===== config.mk =====
export PLATFORM = sky130hd
export DESIGN_NAME = i2t_target
export DESIGN_NICKNAME = d
export VERILOG_FILES = /design/src/design/i2t_pkg.sv /design/src/design/i2t_target.sv
export VERILOG_INCLUDE_DIRS = /design/src /design/src/design
export SDC_FILE = /design/constraint.sdc
export NUM_CORES = 1
export LEC_CHECK = 0
export BUFFER_PORTS_ARGS = -buffer_cell sky130_fd_sc_hd__buf_4
export CORE_ASPECT_RATIO = 0.8
export CORE_MARGIN = 2
export CORE_UTILIZATION = 40
export CTS_CLUSTER_SIZE = 20
export DETAILED_ROUTE_END_ITERATION = 10
export PLACE_DENSITY = 0.69
export SKIP_LAST_GASP = 1
export SYNTH_ARGS = -nofsm -noshare
export SYNTH_HDL_FRONTEND = slang
export SYNTH_SLANG_ARGS = --single-unit

===== constraint.sdc =====
create_clock -name ref_clk -period 2.2 [get_ports ref_clk]
set_input_delay 0.22 -clock ref_clk [delete_from_list [all_inputs] [get_ports ref_clk]]
set_output_delay 0.22 -clock ref_clk [all_outputs]
set_load 0.02 [all_outputs]

===== src/design/i2t_params.svh =====
/*
 Constants of the I2C target that gives a host access to the register bank.
 Assumes inclusion by i2t_target.sv only, not by i2t_pkg.sv.
*/
`ifndef I2T_PARAMS_SVH
`define I2T_PARAMS_SVH
`define I2T_ADDR_BASE 7'h08
`define I2T_STRAP_GND 3'h0
`define I2T_STRAP_20K 3'h1
`define I2T_STRAP_30K 3'h2
`define I2T_STRAP_40K 3'h3
`define I2T_STRAP_50K 3'h4
`define I2T_STRAP_OPEN 3'h5
`define I2T_BITS_BYTE 4'h8
`define I2T_BIT_FIFTH 4'h4
`define I2T_PTR_RESET 8'h00
`define I2T_RW_POS 0
`endif


===== src/design/i2t_pkg.sv =====
/*
 Types of the I2C target: protocol states and clock roles.
 Assumes i2t_params.svh sits beside it.
*/
package i2t_pkg;
   typedef enum logic [2:0] {
      ST_IDLE = 3'b000,
      ST_ADDR = 3'b001,
      ST_WPTR = 3'b010,
      ST_WDAT = 3'b011,
      ST_RDAT = 3'b100,
      ST_SKIP = 3'b101
   } i2t_state_t;

   typedef enum logic [1:0] {
      ROLE_ALONE = 2'b00,
      ROLE_SLAVE_RISE = 2'b01,
      ROLE_SLAVE_FALL = 2'b10,
      ROLE_MASTER = 2'b11
   } i2t_role_t;
endpackage : i2t_pkg


===== src/design/i2t_target.sv =====
/*
 I2C target giving an external host read and write access to the register
 bank through an auto-incrementing eight bit index.
 Assumes SCL, SDA, bias power good and the strap code are asynchronous to
 ref_clk; the register bank answers reg_rdata in the same cycle as ptr.
*/
`include "i2t_params.svh"

module i2t_target
   import i2t_pkg::*;
(
   input wire logic ref_clk,
   input wire logic rst_n,
   input wire logic bias_power_good,
   input wire logic [2:0] strap_code,
   input wire logic scl_i,
   output logic scl_o,
   output logic scl_oe,
   input wire logic sda_i,
   output logic sda_o,
   output logic sda_oe,
   output logic [7:0] reg_ptr,
   input wire logic [7:0] reg_rdata,
   input wire logic reg_valid,
   output logic reg_we,
   output logic [7:0] reg_waddr,
   output logic [7:0] reg_wdata,
   output logic [6:0] target_addr,
   output logic [1:0] clk_role,
   output logic strap_done
);

   // Strap to clock role; codes above open read as open
   function automatic i2t_role_t role_of(input logic [2:0] code);
      case (code)
         `I2T_STRAP_GND: role_of = ROLE_ALONE;
         `I2T_STRAP_20K, `I2T_STRAP_40K: role_of = ROLE_SLAVE_RISE;
         `I2T_STRAP_30K, `I2T_STRAP_50K: role_of = ROLE_SLAVE_FALL;
         default: role_of = ROLE_MASTER;
      endcase
   endfunction
   // Strap to address; resistor order maps onto address order
   function automatic logic [6:0] addr_of(input logic [2:0] code);
      logic [2:0] c;
      c = (code > `I2T_STRAP_OPEN) ? `I2T_STRAP_OPEN : code;
      addr_of = `I2T_ADDR_BASE + {4'h0, c};
   endfunction
   // Two-stage synchronisers plus a third stage for edge detection
   logic scl_s1_q, scl_s2_q, scl_p_q;
   logic sda_s1_q, sda_s2_q, sda_p_q;
   logic pg_s1_q, pg_s2_q;
   logic [2:0] strap_s1_q, strap_s2_q;
   always_ff @(posedge ref_clk) begin
      if (!rst_n) begin
         scl_s1_q <= 1'b1;
         scl_s2_q <= 1'b1;
         scl_p_q <= 1'b1;
         sda_s1_q <= 1'b1;
         sda_s2_q <= 1'b1;
         sda_p_q <= 1'b1;
         pg_s1_q <= 1'b0;
         pg_s2_q <= 1'b0;
         strap_s1_q <= 3'h0;
         strap_s2_q <= 3'h0;
      end else begin
         scl_s1_q <= scl_i;
         scl_s2_q <= scl_s1_q;
         scl_p_q <= scl_s2_q;
         sda_s1_q <= sda_i;
         sda_s2_q <= sda_s1_q;
         sda_p_q <= sda_s2_q;
         pg_s1_q <= bias_power_good;
         pg_s2_q <= pg_s1_q;
         strap_s1_q <= strap_code;
         strap_s2_q <= strap_s1_q;
      end
   end
   // Bus events seen on the synchronised lines
   logic scl_rise, scl_fall, start_det, stop_det;
   assign scl_rise = scl_s2_q & ~scl_p_q;
   assign scl_fall = ~scl_s2_q & scl_p_q;
   assign start_det = scl_s2_q & scl_p_q & sda_p_q & ~sda_s2_q;
   assign stop_det = scl_s2_q & scl_p_q & ~sda_p_q & sda_s2_q;
   // Strap latch: caught once when bias first reports good
   logic [6:0] addr_q, addr_d;
   logic [1:0] role_q, role_d;
   logic done_q, done_d;
   always_comb begin
      addr_d = addr_q;
      role_d = role_q;
      done_d = done_q;
      if (pg_s2_q && !done_q) begin
         addr_d = addr_of(strap_s2_q);
         role_d = role_of(strap_s2_q);
         done_d = 1'b1;
      end
   end
   // Only a reset (power-up) clears the latch, so later glitches are ignored
   always_ff @(posedge ref_clk) begin
      if (!rst_n) begin
         addr_q <= `I2T_ADDR_BASE;
         role_q <= ROLE_ALONE;
         done_q <= 1'b0;
      end else begin
         addr_q <= addr_d;
         role_q <= role_d;
         done_q <= done_d;
      end
   end
   // Protocol state
   i2t_state_t st_q, st_d;
   logic [3:0] cnt_q, cnt_d;
   logic ack_q, ack_d;
   logic nack_q, nack_d;
   logic [7:0] sh_q, sh_d;
   logic [7:0] ptr_q, ptr_d;
   logic oe_q, oe_d;
   logic we_q, we_d;
   logic [7:0] wdat_q, wdat_d;
   logic [7:0] wadr_q, wadr_d;
   logic [7:0] rd_byte;
   // Unimplemented locations read as zero
   assign rd_byte = reg_valid ? reg_rdata : 8'h00;
   // Next-state logic; START and STOP win over any bit activity
   always_comb begin
      st_d = st_q;
      cnt_d = cnt_q;
      ack_d = ack_q;
      nack_d = nack_q;
      sh_d = sh_q;
      ptr_d = ptr_q;
      oe_d = oe_q;
      we_d = 1'b0;
      wdat_d = wdat_q;
      wadr_d = wadr_q;
      if (!pg_s2_q) begin
         st_d = ST_IDLE;
         cnt_d = 4'h0;
         ack_d = 1'b0;
         oe_d = 1'b0;
      end else if (start_det) begin
         st_d = ST_ADDR;
         cnt_d = 4'h0;
         ack_d = 1'b0;
         oe_d = 1'b0;
      end else if (stop_det) begin
         st_d = ST_IDLE;
         cnt_d = 4'h0;
         ack_d = 1'b0;
         oe_d = 1'b0;
      end else begin
         case (st_q)
            ST_ADDR, ST_WPTR, ST_WDAT: begin
               if (scl_rise && !ack_q && cnt_q != `I2T_BITS_BYTE) begin
                  sh_d = {sh_q[6:0], sda_s2_q};
                  cnt_d = cnt_q + 4'h1;
               end else if (scl_fall && !ack_q &&
                            cnt_q == `I2T_BITS_BYTE) begin
                  ack_d = 1'b1;
                  oe_d = 1'b1;
                  if (st_q == ST_ADDR && sh_q[7:1] != addr_q) begin
                     // Other target: release and ignore till START or STOP
                     st_d = ST_SKIP;
                     ack_d = 1'b0;
                     oe_d = 1'b0;
                  end else if (st_q == ST_WPTR) begin
                     ptr_d = sh_q;
                  end else if (st_q == ST_WDAT) begin
                     we_d = 1'b1;
                     wdat_d = sh_q;
                     wadr_d = ptr_q;
                     ptr_d = ptr_q + 8'h01;
                  end
               end else if (scl_fall && ack_q) begin
                  ack_d = 1'b0;
                  cnt_d = 4'h0;
                  oe_d = 1'b0;
                  if (st_q == ST_ADDR && sh_q[`I2T_RW_POS]) begin
                     // First data bit goes out as the ACK clock ends
                     st_d = ST_RDAT;
                     sh_d = rd_byte;
                     oe_d = ~rd_byte[7];
                  end else if (st_q == ST_ADDR) begin
                     st_d = ST_WPTR;
                  end else begin
                     st_d = ST_WDAT;
                  end
               end
            end
            ST_RDAT: begin
               if (scl_rise && !ack_q) begin
                  cnt_d = cnt_q + 4'h1;
                  // Advanced on the fifth clock, whether or not byte ends
                  if (cnt_q == `I2T_BIT_FIFTH) begin
                     ptr_d = ptr_q + 8'h01;
                  end
               end else if (scl_fall && !ack_q &&
                            cnt_q != `I2T_BITS_BYTE) begin
                  sh_d = {sh_q[6:0], 1'b0};
                  oe_d = ~sh_q[6];
               end else if (scl_fall && !ack_q) begin
                  ack_d = 1'b1; // Release for the host's ACK
                  oe_d = 1'b0;
               end else if (scl_rise && ack_q) begin
                  nack_d = sda_s2_q;
               end else if (scl_fall && ack_q) begin
                  ack_d = 1'b0;
                  cnt_d = 4'h0;
                  if (nack_q) begin
                     st_d = ST_SKIP;
                     oe_d = 1'b0;
                  end else begin
                     sh_d = rd_byte;
                     oe_d = ~rd_byte[7];
                  end
               end
            end
            default: begin
               oe_d = 1'b0;
            end
         endcase
      end
   end
   // Index survives every transaction; only reset clears it
   always_ff @(posedge ref_clk) begin
      if (!rst_n) begin
         st_q <= ST_IDLE;
         cnt_q <= 4'h0;
         ack_q <= 1'b0;
         nack_q <= 1'b0;
         sh_q <= 8'h00;
         ptr_q <= `I2T_PTR_RESET;
         oe_q <= 1'b0;
         we_q <= 1'b0;
         wdat_q <= 8'h00;
         wadr_q <= 8'h00;
      end else begin
         st_q <= st_d;
         cnt_q <= cnt_d;
         ack_q <= ack_d;
         nack_q <= nack_d;
         sh_q <= sh_d;
         ptr_q <= ptr_d;
         oe_q <= oe_d;
         we_q <= we_d;
         wdat_q <= wdat_d;
         wadr_q <= wadr_d;
      end
   end
   // Open-drain pins: data level is always low, only the enable moves
   logic sda_o_q, scl_o_q, scl_oe_q;
   always_ff @(posedge ref_clk) begin
      if (!rst_n) begin
         sda_o_q <= 1'b0;
         scl_o_q <= 1'b0;
         scl_oe_q <= 1'b0;
      end else begin
         sda_o_q <= 1'b0;
         scl_o_q <= 1'b0;
         scl_oe_q <= 1'b0; // No clock stretching
      end
   end
   assign sda_o = sda_o_q;
   assign sda_oe = oe_q;
   assign scl_o = scl_o_q;
   assign scl_oe = scl_oe_q;
   assign reg_ptr = ptr_q;
   assign reg_we = we_q;
   assign reg_waddr = wadr_q;
   assign reg_wdata = wdat_q;
   assign target_addr = addr_q;
   assign clk_role = role_q;
   assign strap_done = done_q;
endmodule // i2t_target


**After elaboration in Yosys (flattened, before gate mapping)**

Cells that the tools add are included.

- Add/sub/neg operators: 3
- $mul: 0
- Div/mod/pow operators: 0
- Order comparisons: 1
- Eq/ne operators: 48
- Shifts and indexed selects: 0
- Multiplexer cells: 66
- Bitwise gates (word level): 25
- Reduce and logical (&&, ||, !) cells: 30

Operators with widths:

| kind | count |
|---|---|
| 2-to-1 mux 8 bit | 18 |
| != test 3 bit (second input constant) | 14 |
| != test 4 bit (second input constant) | 10 |
| 2-to-1 mux 3 bit | 12 |
| case mux 8 bit (2 select lines) | 2 |
| AND reduction 10 bit | 3 |
| 2-to-1 mux 4 bit | 7 |
| 2-to-1 mux 1 bit | 22 |
| != test 2 bit (second input constant) | 11 |
| NOT 1 bit | 18 |
| AND reduction 5 bit | 3 |
| equality test 3 x 2 -> 1 bit (second input constant) | 4 |
| AND reduction 12 bit | 1 |
| logical AND 1 bit | 10 |
| != test 5 bit (second input constant) | 2 |
| AND reduction 9 bit | 1 |
| OR reduction 9 bit | 1 |
| adder 8 x 1 -> 8 bit (second input constant) | 1 |
| case mux 4 bit (2 select lines) | 1 |
| AND reduction 8 bit | 1 |
| AND 1 bit | 7 |
| != test 7 bit | 1 |
| equality test 3 x 1 -> 1 bit (second input constant) | 2 |
| equality test 3 bit (second input constant) | 2 |
| 16 further kinds | 19 |

- Register bits after elaboration: 67
- Bits in latches: 0
- RAM bits: 0
- ROM bits: 0
- Input bits: 17
- Memories: 0

**Logic depth before layout (Yosys ltp)**

Gate-level depths: netlist of the first run.

- Depth after elaboration: 11
- Mapped depth: 10

**Worst setup path after synthesis of the first run**

Ideal clock, no wire load.

- Path kind: reg-to-reg
- From: reg scl_p_q
- To: reg wadr_q[0], in the netlist reg_waddr[0]
- Arrival time: 2.061 ns
- Data required time: 2.072 ns
- Setup slack: 0.011 ns
- Stages on the path, launching flop included: 11
- Path buffers: 3
- Cells stage by stage: dfxtp_1 -> nor2b_1 -> ha_1 -> buf_2 -> and4b_1 -> buf_2 -> nand3_1 -> nor2_4 -> buf_4 -> mux2i_1 -> nor2_1

- Word-level cells in the longest chain between the ends: 6
- Elaborated cells on any way between the ends: 16
- Those cells by class: 11 x bitwise; 5 x reduce/logical

RTL lines:

| what | line | RTL |
|---|---|---|
| from (decl) | i2t_target.sv:49 | `logic scl_s1_q, scl_s2_q, scl_p_q;` |
| from (signal assigned) | i2t_target.sv:68 | `scl_p_q <= scl_s2_q;` |
| parallel branches: the longest is 5 deep, another holds AND 1 bit | -- |  |
| AND reduction 9 bit (no source line) (*) | -- |  |
| to (signal assigned) | i2t_target.sv:247 | `wadr_q <= wadr_d;` |
| to (decl) | i2t_target.sv:120 | `logic [7:0] wadr_q, wadr_d;` |

Mark *: on every way between the ends.
A chain may end at the register's enable or synchronous reset.

**Worst setup path after layout of the first run**

- From: reg ack_q
- To: reg sh_q[3]

- Word-level cells in the longest chain between the ends: 6
- Elaborated cells on any way between the ends: 21
- Those cells by class: 8 x eq/ne; 4 x mux; 9 x reduce/logical

RTL lines:

| what | line | RTL |
|---|---|---|
| from (decl) | i2t_target.sv:113 | `logic ack_q, ack_d;` |
| from (signal assigned) | i2t_target.sv:240 | `ack_q <= ack_d;` |
| zero test 1 bit | -- |  |
| logical AND 1 bit | i2t_target.sv:157, i2t_target.sv:197, i2t_target.sv:201 |  |
| logical AND 1 bit (no source line) | -- |  |
| 2-to-1 mux 8 bit | i2t_target.sv:197 | `end else if (scl_fall && !ack_q &&` |
| 2-to-1 mux 8 bit | i2t_target.sv:191 | `if (scl_rise && !ack_q) begin` |
| case mux 8 bit (2 select lines) | i2t_target.sv:152 | `case (st_q)` |
| to (signal assigned) | i2t_target.sv:231 | `sh_q <= 8'h00;` |
| to (signal assigned) | i2t_target.sv:242 | `sh_q <= sh_d;` |
| to (decl) | i2t_target.sv:115 | `logic [7:0] sh_q, sh_d;` |

Several ways; a longest one is shown, not always the timed one. The select of a mux whose other input is x is not followed.

==> qor.log, run 1 <==
INFO  run_status     status=finished, final reports clean
INFO  finish         proportion_of_layout_cells_with_a_drive_suffix_above_1=0.2575
INFO  placed_design  placed_cells=526
INFO  placed_design  pre_cts_ws=0.04925ns
INFO  flow_run       max_cap_viol_count=0
INFO  synth          async_reset_ff_frac=0
INFO  timing         fin_ws=0.1303ns
INFO  power_and_ir_drop comb_power_share=0.058
INFO  timing         worst_setup_skew_after_layout=0.01112ns
INFO  floorplan      die_area=8934um^2
INFO  global_routing antenna_found_initial=0
INFO  finish         num-fill-cells=760
INFO  cts            clock_insertion_delay_worst_skew=0.34ns
INFO  synth          yosysWarnings=0
INFO  cts            cts_sinks=63
INFO  drt            finalWirelength=8112um
INFO  floorplan      core-area=7946um^2
INFO  placed_design  placed_cell_area=3814um^2
INFO  setup_path     crit_type=flip-flop to flip-flop
INFO  setup_path     worst-path-buf-inv=3
INFO  placed_design  globalplace.congestion=0.9368
INFO  cts            clk_path_buf_depth=2
INFO  setup_path     arrival=2.27ns
INFO  timing         rsz0062_at_grt=no
INFO  setup_path     timing.critical_path.cells=inv_1 -> ha_1 -> buf_4 -> nor2_1 -> a32oi_1 -> a211oi_4 -> buf_4 -> and2_4 -> a311oi_2
INFO  floorplan      start_util=0.4122
INFO  power_and_ir_drop power_switching_share=0.2592
INFO  setup_path     path_max_fanout=9
INFO  finish         combined_area_of_the_multi_input_logic_cells=1831um^2
INFO  timing         setup_total_negative_slack=0ns
INFO  cts            tritoncts=yes
INFO  global_routing grt_overflow_total=0
INFO  floorplan      io_pins=56
INFO  power_and_ir_drop power.share.sequential=0.493
INFO  cts            cts_hold_buf=0
INFO  finish         layout.cell_area.non_filler=4029um^2
INFO  drt            avgViaCountPerCell=5.258
INFO  floorplan      fp.dieW=105.2um
INFO  global_routing grt_max_degree=23
INFO  synth          avgSynthCellArea=8.805um^2
INFO  timing         tightestPinTransition=0.5878ns
INFO  power_and_ir_drop netSwitchingPower=0.6119mW
INFO  timing         relSlewSlack=0.6026
INFO  synth          syn-instance-count=372
INFO  setup_path     critPathLaunchType=flip-flop
INFO  cts            path_clk_slew=0.08ns
INFO  finish         seqCellArea=1261um^2
INFO  setup_path     worstSetupEndpointType=flip-flop
INFO  timing         hold_worst_slack=0.06289ns
INFO  power_and_ir_drop power_density=586.0nW/um^2
INFO  finish         nets=453
INFO  timing         finalSetupViolCount=0
INFO  synth          synth_enable_flop_cells=0
INFO  power_and_ir_drop power_frac_clock=0.449
INFO  finish         final_common_cell=sky130_fd_sc_hd__buf_4
INFO  setup_path     slowest_stage=sky130_fd_sc_hd__dfxtp_1
INFO  power_and_ir_drop leakage=1.514nW
INFO  cts            cts_root_buffer=sky130_fd_sc_hd__clkbuf_8
INFO  drt            remaining_drc_errors=0
INFO  setup_path     path_common_cell=sky130_fd_sc_hd__buf_4
INFO  synth          synth-seq-cells=63
INFO  timing         finalCriticalPeriod=2.070ns
INFO  synth          synth_cell_type_count=67
INFO  cts            tritoncts.num_buffers=9
INFO  timing         max_freq=483.2MHz
INFO  synth          netlist.top_cell.by_area=sky130_fd_sc_hd__dfxtp_1
INFO  drt            avgRoutedWirePerCell=14.94um
INFO  synth          synth_top_flop_cell=sky130_fd_sc_hd__dfxtp_1
INFO  power_and_ir_drop total_power=2.361mW
INFO  drt            antenna_viol_nets_final=0
INFO  power_and_ir_drop power_report.internal_total=1.749mW
INFO  placed_design  placement.io_buffers=48
INFO  drt            drt_first_iter_violations=152
INFO  synth          syn_area=3276um^2
INFO  finish         layoutNonFillerInstCount=543
INFO  finish         syn2layout_area_growth=22.99%
INFO  timing         timing_max_transition_violations_final=0
INFO  power_and_ir_drop ir_worst_vdd=0.3463mV
INFO  setup_path     crit_path_max_incr_delay=0.46ns
INFO  synth          synth.area.top_cells=sky130_fd_sc_hd__dfxtp_1 (39%), sky130_fd_sc_hd__mux2i_1 (5.8%), sky130_fd_sc_hd__nor2_1 (5.5%), sky130_fd_sc_hd__a21oi_1 (4.0%), sky130_fd_sc_hd__a311oi_2 (3.2%)
INFO  timing         finalCritPeriodShare=0.9408
INFO  floorplan      die_y=84.94um
INFO  timing         hold_viol_final=0
INFO  setup_path     critical_path_required=2.40ns
INFO  synth          yosys.area.top_type_share=0.3850
INFO  global_routing grt_pass1_vias=2683
INFO  drt            via_count=2855
INFO  floorplan      core.rowCount=29
INFO  finish         top_library_cells_by_usage_in_the_layout_fill_and_taps_aside=sky130_fd_sc_hd__buf_4 (68), sky130_fd_sc_hd__dfxtp_1 (63), sky130_fd_sc_hd__nor2_1 (48)
INFO  min_path       min-delay-path-class=input port to flip-flop
INFO  finish         antenna_cells_inserted=0
INFO  drt            firstDrtPassIters=4
INFO  global_routing track_usage=0.1873
INFO  placed_design  place.detailed.hpwl=5904um
INFO  synth          synth-seq-area-share=0.3850
INFO  finish         finalCoreUtilization=0.5070
INFO  global_routing grt_first_pass_wirelength=13450um
INFO  setup_path     cpLargestDelayFamily=compound AO/OA/AOI/OAI gates
INFO  cts            cts_max_level=3
power by group through the flow:
stage               logic (mW)  registers, mW  clock network (mW)
floorplan               0.0890           1.20                   0
global placement         0.135           1.19                   0
detailed placement       0.136           1.19                   0
CTS                      0.137           1.16                1.09
global route             0.151           1.17                1.13
finish                   0.137           1.16                1.06
worst reg2reg max path: cells and delay by family, from the launching register on:
kind	cells	cell delay (ns)
buffers and inverters	3	0.42
AO/OA/AOI/OAI	3	0.48
AND/OR/NAND/NOR	2	0.37
flip-flops	1	0.46
adder cells (fa/ha/maj)	1	0.21
cells by family after synthesis:
| group | share of synthesized area |
|---|---|
| other | 0.002293 |
| multiplexers | 0.06493 |
| XOR/XNOR | 0.01069 |
| AND/OR/NAND/NOR | 0.2384 |
| adder cells (fa/ha/maj) | 0.02292 |
| AO/OA/AOI/OAI | 0.2120 |
| buffers and inverters | 0.06379 |
| flip-flops | 0.3850 |
sequential cells by signal, summed over array words and instances (netlist names), 3 cells and up:
signal	flops
target_addr	3
strap_s1_q	3
reg_waddr	8
sh_q	8
reg_wdata	8
reg_ptr	8
st_q	3
strap_s2_q	3
cnt_q	4
synthesized netlist by cell type (4+ instances only):
library cell               instances
sky130_fd_sc_hd__a21o_1            4
sky130_fd_sc_hd__a21oi_1          26
sky130_fd_sc_hd__a311oi_2          7
sky130_fd_sc_hd__a31oi_1           6
sky130_fd_sc_hd__and2_1            8
sky130_fd_sc_hd__buf_2             7
sky130_fd_sc_hd__buf_4            10
sky130_fd_sc_hd__clkbuf_1          8
sky130_fd_sc_hd__dfxtp_1          63
sky130_fd_sc_hd__ha_1              6
sky130_fd_sc_hd__inv_1             8
sky130_fd_sc_hd__mux2i_1          19
sky130_fd_sc_hd__nand2_1          25
sky130_fd_sc_hd__nand2b_1          8
sky130_fd_sc_hd__nand3_1           6
sky130_fd_sc_hd__nand3b_1         11
sky130_fd_sc_hd__nand4_1           5
sky130_fd_sc_hd__nor2_1           48
sky130_fd_sc_hd__nor2b_1           7
sky130_fd_sc_hd__nor3_1            4
sky130_fd_sc_hd__o21a_1            7
sky130_fd_sc_hd__o21ai_0           4
sky130_fd_sc_hd__o21ai_1          10
sky130_fd_sc_hd__xnor2_1           4
repair_timing:
item / in CTS / in global routing
setup buffers: 0 / 1
gates resized for setup: 0 / 3
setup endpoints to repair: 0 / 11
path summary, 6_finish.rpt:
check        startpoint        to  slack [ns]  cells after the start
max reg2reg       ack_q   sh_q[3]        0.13                      9
max               ack_q   sh_q[3]        0.13                      9
min reg2reg    sda_s1_q  sda_s2_q        0.41                      1
min               sda_i  sda_s1_q        0.06                      2
final cells by class:
type	instances	area share
clock buffer	9	0.03075
clock inverter	7	0.01925
inverter	8	0.007453
multi-input combinational	277	0.4543
sequential	63	0.3130
tap	108	0.03354
timing repair buffer	71	0.1416
metal layers:
metal | global-route usage | part of all wire | up-vias
met2 | 0.2898 | 0.44 | 80
met4 | 0.04485 | 0.0030 | 0
met5 | 0 | 0 | -
li1 | - | - | 1419
met3 | 0.03763 | 0.049 | 2
met1 | 0.2689 | 0.50 | 1354
(Power assumes the default switching activity.)
==> inputs of run 2 (changes only) <==
- CORE_UTILIZATION: 40 -> 56
- CTS_BUF_LIST: not set -> sky130_fd_sc_hd__clkbuf_16
- PLACE_DENSITY: 0.69 -> 0.87
- clock period: 2.2 -> 2.12 ns (I/O delays scaled with it)
==> run 2 against run 1 <==
  * Setup slack worse by 0.039 ns
  * Wire length is 6.9% higher
  * Register-to-register slack worse by 0.04 ns
  * Fmax is 2.0% higher
  * Sequential power is 4% higher
  * Worst hold slack better by 0.0045 ns
  * Critical endpoint is now sh_q[4]
  * Largest power group is now clock
  * Highest routed layer unchanged
==> qor.log, run 2 (synthesis gave the netlist of run 1 again) <==
INFO  global_routing grt_pass1_vias=2840
INFO  setup_path     critical_path_required=2.32ns
INFO  cts            cts_sinks=63
INFO  floorplan      core-area=5555um^2
INFO  timing         worst_setup_skew_after_layout=0.004728ns
INFO  power_and_ir_drop ir_worst_vdd=0.5672mV
INFO  timing         hold_viol_final=0
INFO  min_path       holdPathEnd=scl_s1_q
INFO  timing         finalCritPeriodShare=0.9572
INFO  cts            tritoncts.num_buffers=9
INFO  finish         antenna_cells_inserted=0
INFO  drt            remaining_drc_errors=0
INFO  timing         fin_ws=0.09081ns
INFO  min_path       hold_critical_path_depth=2
INFO  setup_path     ff2ff_setup_slack=0.09ns
INFO  power_and_ir_drop leakage=1.588nW
INFO  timing         timing_max_transition_violations_final=0
INFO  floorplan      start_util=0.5896
INFO  drt            firstDrtPassIters=5
INFO  cts            cts_max_level=3
INFO  drt            avgRoutedWirePerCell=16.77um
INFO  run_status     status=finished, final reports clean
INFO  drt            drt_first_iter_violations=294
INFO  floorplan      fp.dieW=89.51um
INFO  floorplan      io_pins=56
INFO  timing         setup_total_negative_slack=0ns
INFO  timing         rsz0062_at_grt=yes
INFO  flow_run       max_cap_viol_count=0
INFO  setup_path     reg_to_reg_end=sh_q[4]
INFO  setup_path     path_max_fanout=8
INFO  global_routing grt_max_degree=23
INFO  min_path       min-delay-path-class=input port to flip-flop
INFO  drt            via_count=3040
INFO  timing         relSlewSlack=0.6162
INFO  timing         finalSetupViolCount=0
INFO  power_and_ir_drop power_density=706.0nW/um^2
INFO  drt            antenna_viol_nets_final=0
INFO  floorplan      die_y=72.41um
INFO  finish         nets=457
INFO  power_and_ir_drop total_power=2.933mW
INFO  cts            clk_path_buf_depth=2
INFO  setup_path     critPathLaunchType=flip-flop
INFO  finish         final_common_cell=sky130_fd_sc_hd__buf_4
INFO  global_routing track_usage=0.2742
INFO  cts            tritoncts=yes
INFO  drt            finalWirelength=8669um
INFO  global_routing grt_overflow_total=0
INFO  min_path       hold_path.startpoint=scl_i
INFO  setup_path     arrival=2.22ns
INFO  setup_path     worst_case_reg_to_reg_path_depth=9
INFO  timing         finalCriticalPeriod=2.029ns
INFO  finish         syn2layout_area_growth=26.81%
INFO  cts            clock_insertion_delay_worst_skew=0.32ns
INFO  placed_design  globalplace.congestion=0.9639
INFO  placed_design  placement.io_buffers=48
INFO  global_routing antenna_found_initial=0
INFO  placed_design  place.detailed.hpwl=5989um
INFO  finish         proportion_of_layout_cells_with_a_drive_suffix_above_1=0.2711
INFO  cts            path_clk_slew=0.06ns
INFO  floorplan      core.rowCount=24
INFO  timing         tightestPinTransition=0.5750ns
INFO  drt            avgViaCountPerCell=5.880
INFO  finish         finalCoreUtilization=0.7477
INFO  setup_path     crit_type=flip-flop to flip-flop
INFO  finish         top_library_cells_by_usage_in_the_layout_fill_and_taps_aside=sky130_fd_sc_hd__buf_4 (72), sky130_fd_sc_hd__dfxtp_1 (61), sky130_fd_sc_hd__nor2_1 (48)
INFO  global_routing grt_first_pass_wirelength=13500um
INFO  setup_path     reg2reg_from=scl_p_q
INFO  placed_design  pre_cts_ws=0.05378ns
INFO  setup_path     worstSetupEndpointType=flip-flop
INFO  finish         num-fill-cells=403
INFO  floorplan      die_area=6481um^2
INFO  cts            cts_root_buffer=sky130_fd_sc_hd__clkbuf_16
INFO  timing         max_freq=492.8MHz
-- run 2: changes by cell type in the layout (fill, tap and decap cells not counted), sizes merged --
cell      delta
inv          -3
clkinvlp     +2
buf          +4
bufinv       +1
-- run 2: cell type report --
class	instances	area [um^2]	share of cell area
flip-flops and latches	63	1264	0.3042
multi-input cells	277	1841	0.4431
well taps	78	97.59	0.02349
clock buffers	9	225.2	0.05422
repair buffers	75	600.6	0.1446
clock inverters	7	96.34	0.02319
inverters	8	30.03	0.007229
-- run 2: worst max-delay path by stage --
| stage | start | end | slack, ns | depth (start not counted) |
|---|---|---|---|---|
| finish | scl_p_q | sh_q[4] | 0.09 | 9 |
| global route | scl_p_q | sh_q[4] | -0.03 | 9 |
| CTS | ack_q | sh_q[4] | 0.04 | 9 |
| detailed placement | ack_q | sh_q[3] | 0.05 | 9 |
| global placement | cnt_q[0] | sh_q[0] | 0.09 | 7 |
| floorplan | scl_p_q | reg_waddr[0] | 0.006 | 10 |
-- run 2: power breakdown --
group	internal, mW	switching, mW
registers	1.20	0.0104
clock network	1.03	0.539
logic	0.0640	0.0888
total	2.29	0.638
-- run 2: per-layer routing --
layer	track usage	part of all wire	vias to the layer above	routed length, um
met1	0.3407	0.42	1441	3664
met3	0.08646	0.084	18	728
met4	0.1078	0.015	0	130
li1	-	-	1432	-
met5	0	0	-	0
met2	0.4428	0.48	149	4145
-- run 2: stage by stage --
step | instance area, um^2 | hold slack, ns | std cells
2_1_floorplan | 3306 | 0.3135 | 377
3_3_place_gp | 3806 | 0.3996 | 499
3_5_place_dp | 3806 | 0.3978 | 499
4_1_cts | 4128 | 0.05997 | 515
5_1_grt | 4154 | 0.07796 | 517
6_report | 4154 | 0.06741 | 517
-- run 2: critical path, cell delays in order, from the launching register on --
cell and delay (ns):
sky130_fd_sc_hd__dfxtp_1 0.31, sky130_fd_sc_hd__nor2b_4 0.13, sky130_fd_sc_hd__ha_1 0.21, sky130_fd_sc_hd__buf_4 0.17, sky130_fd_sc_hd__nor2_1 0.14, sky130_fd_sc_hd__a32oi_1 0.16
sky130_fd_sc_hd__a211oi_4 0.28, sky130_fd_sc_hd__buf_4 0.16, sky130_fd_sc_hd__and2_4 0.23, sky130_fd_sc_hd__a311oi_2 0.12
-- run 2: repair_timing --
item / CTS / global route
endpoints found under the setup margin: 0 / 12
hold buffers: 0 / 0
gates resized for setup: 0 / 5
setup buffers: 0 / 2
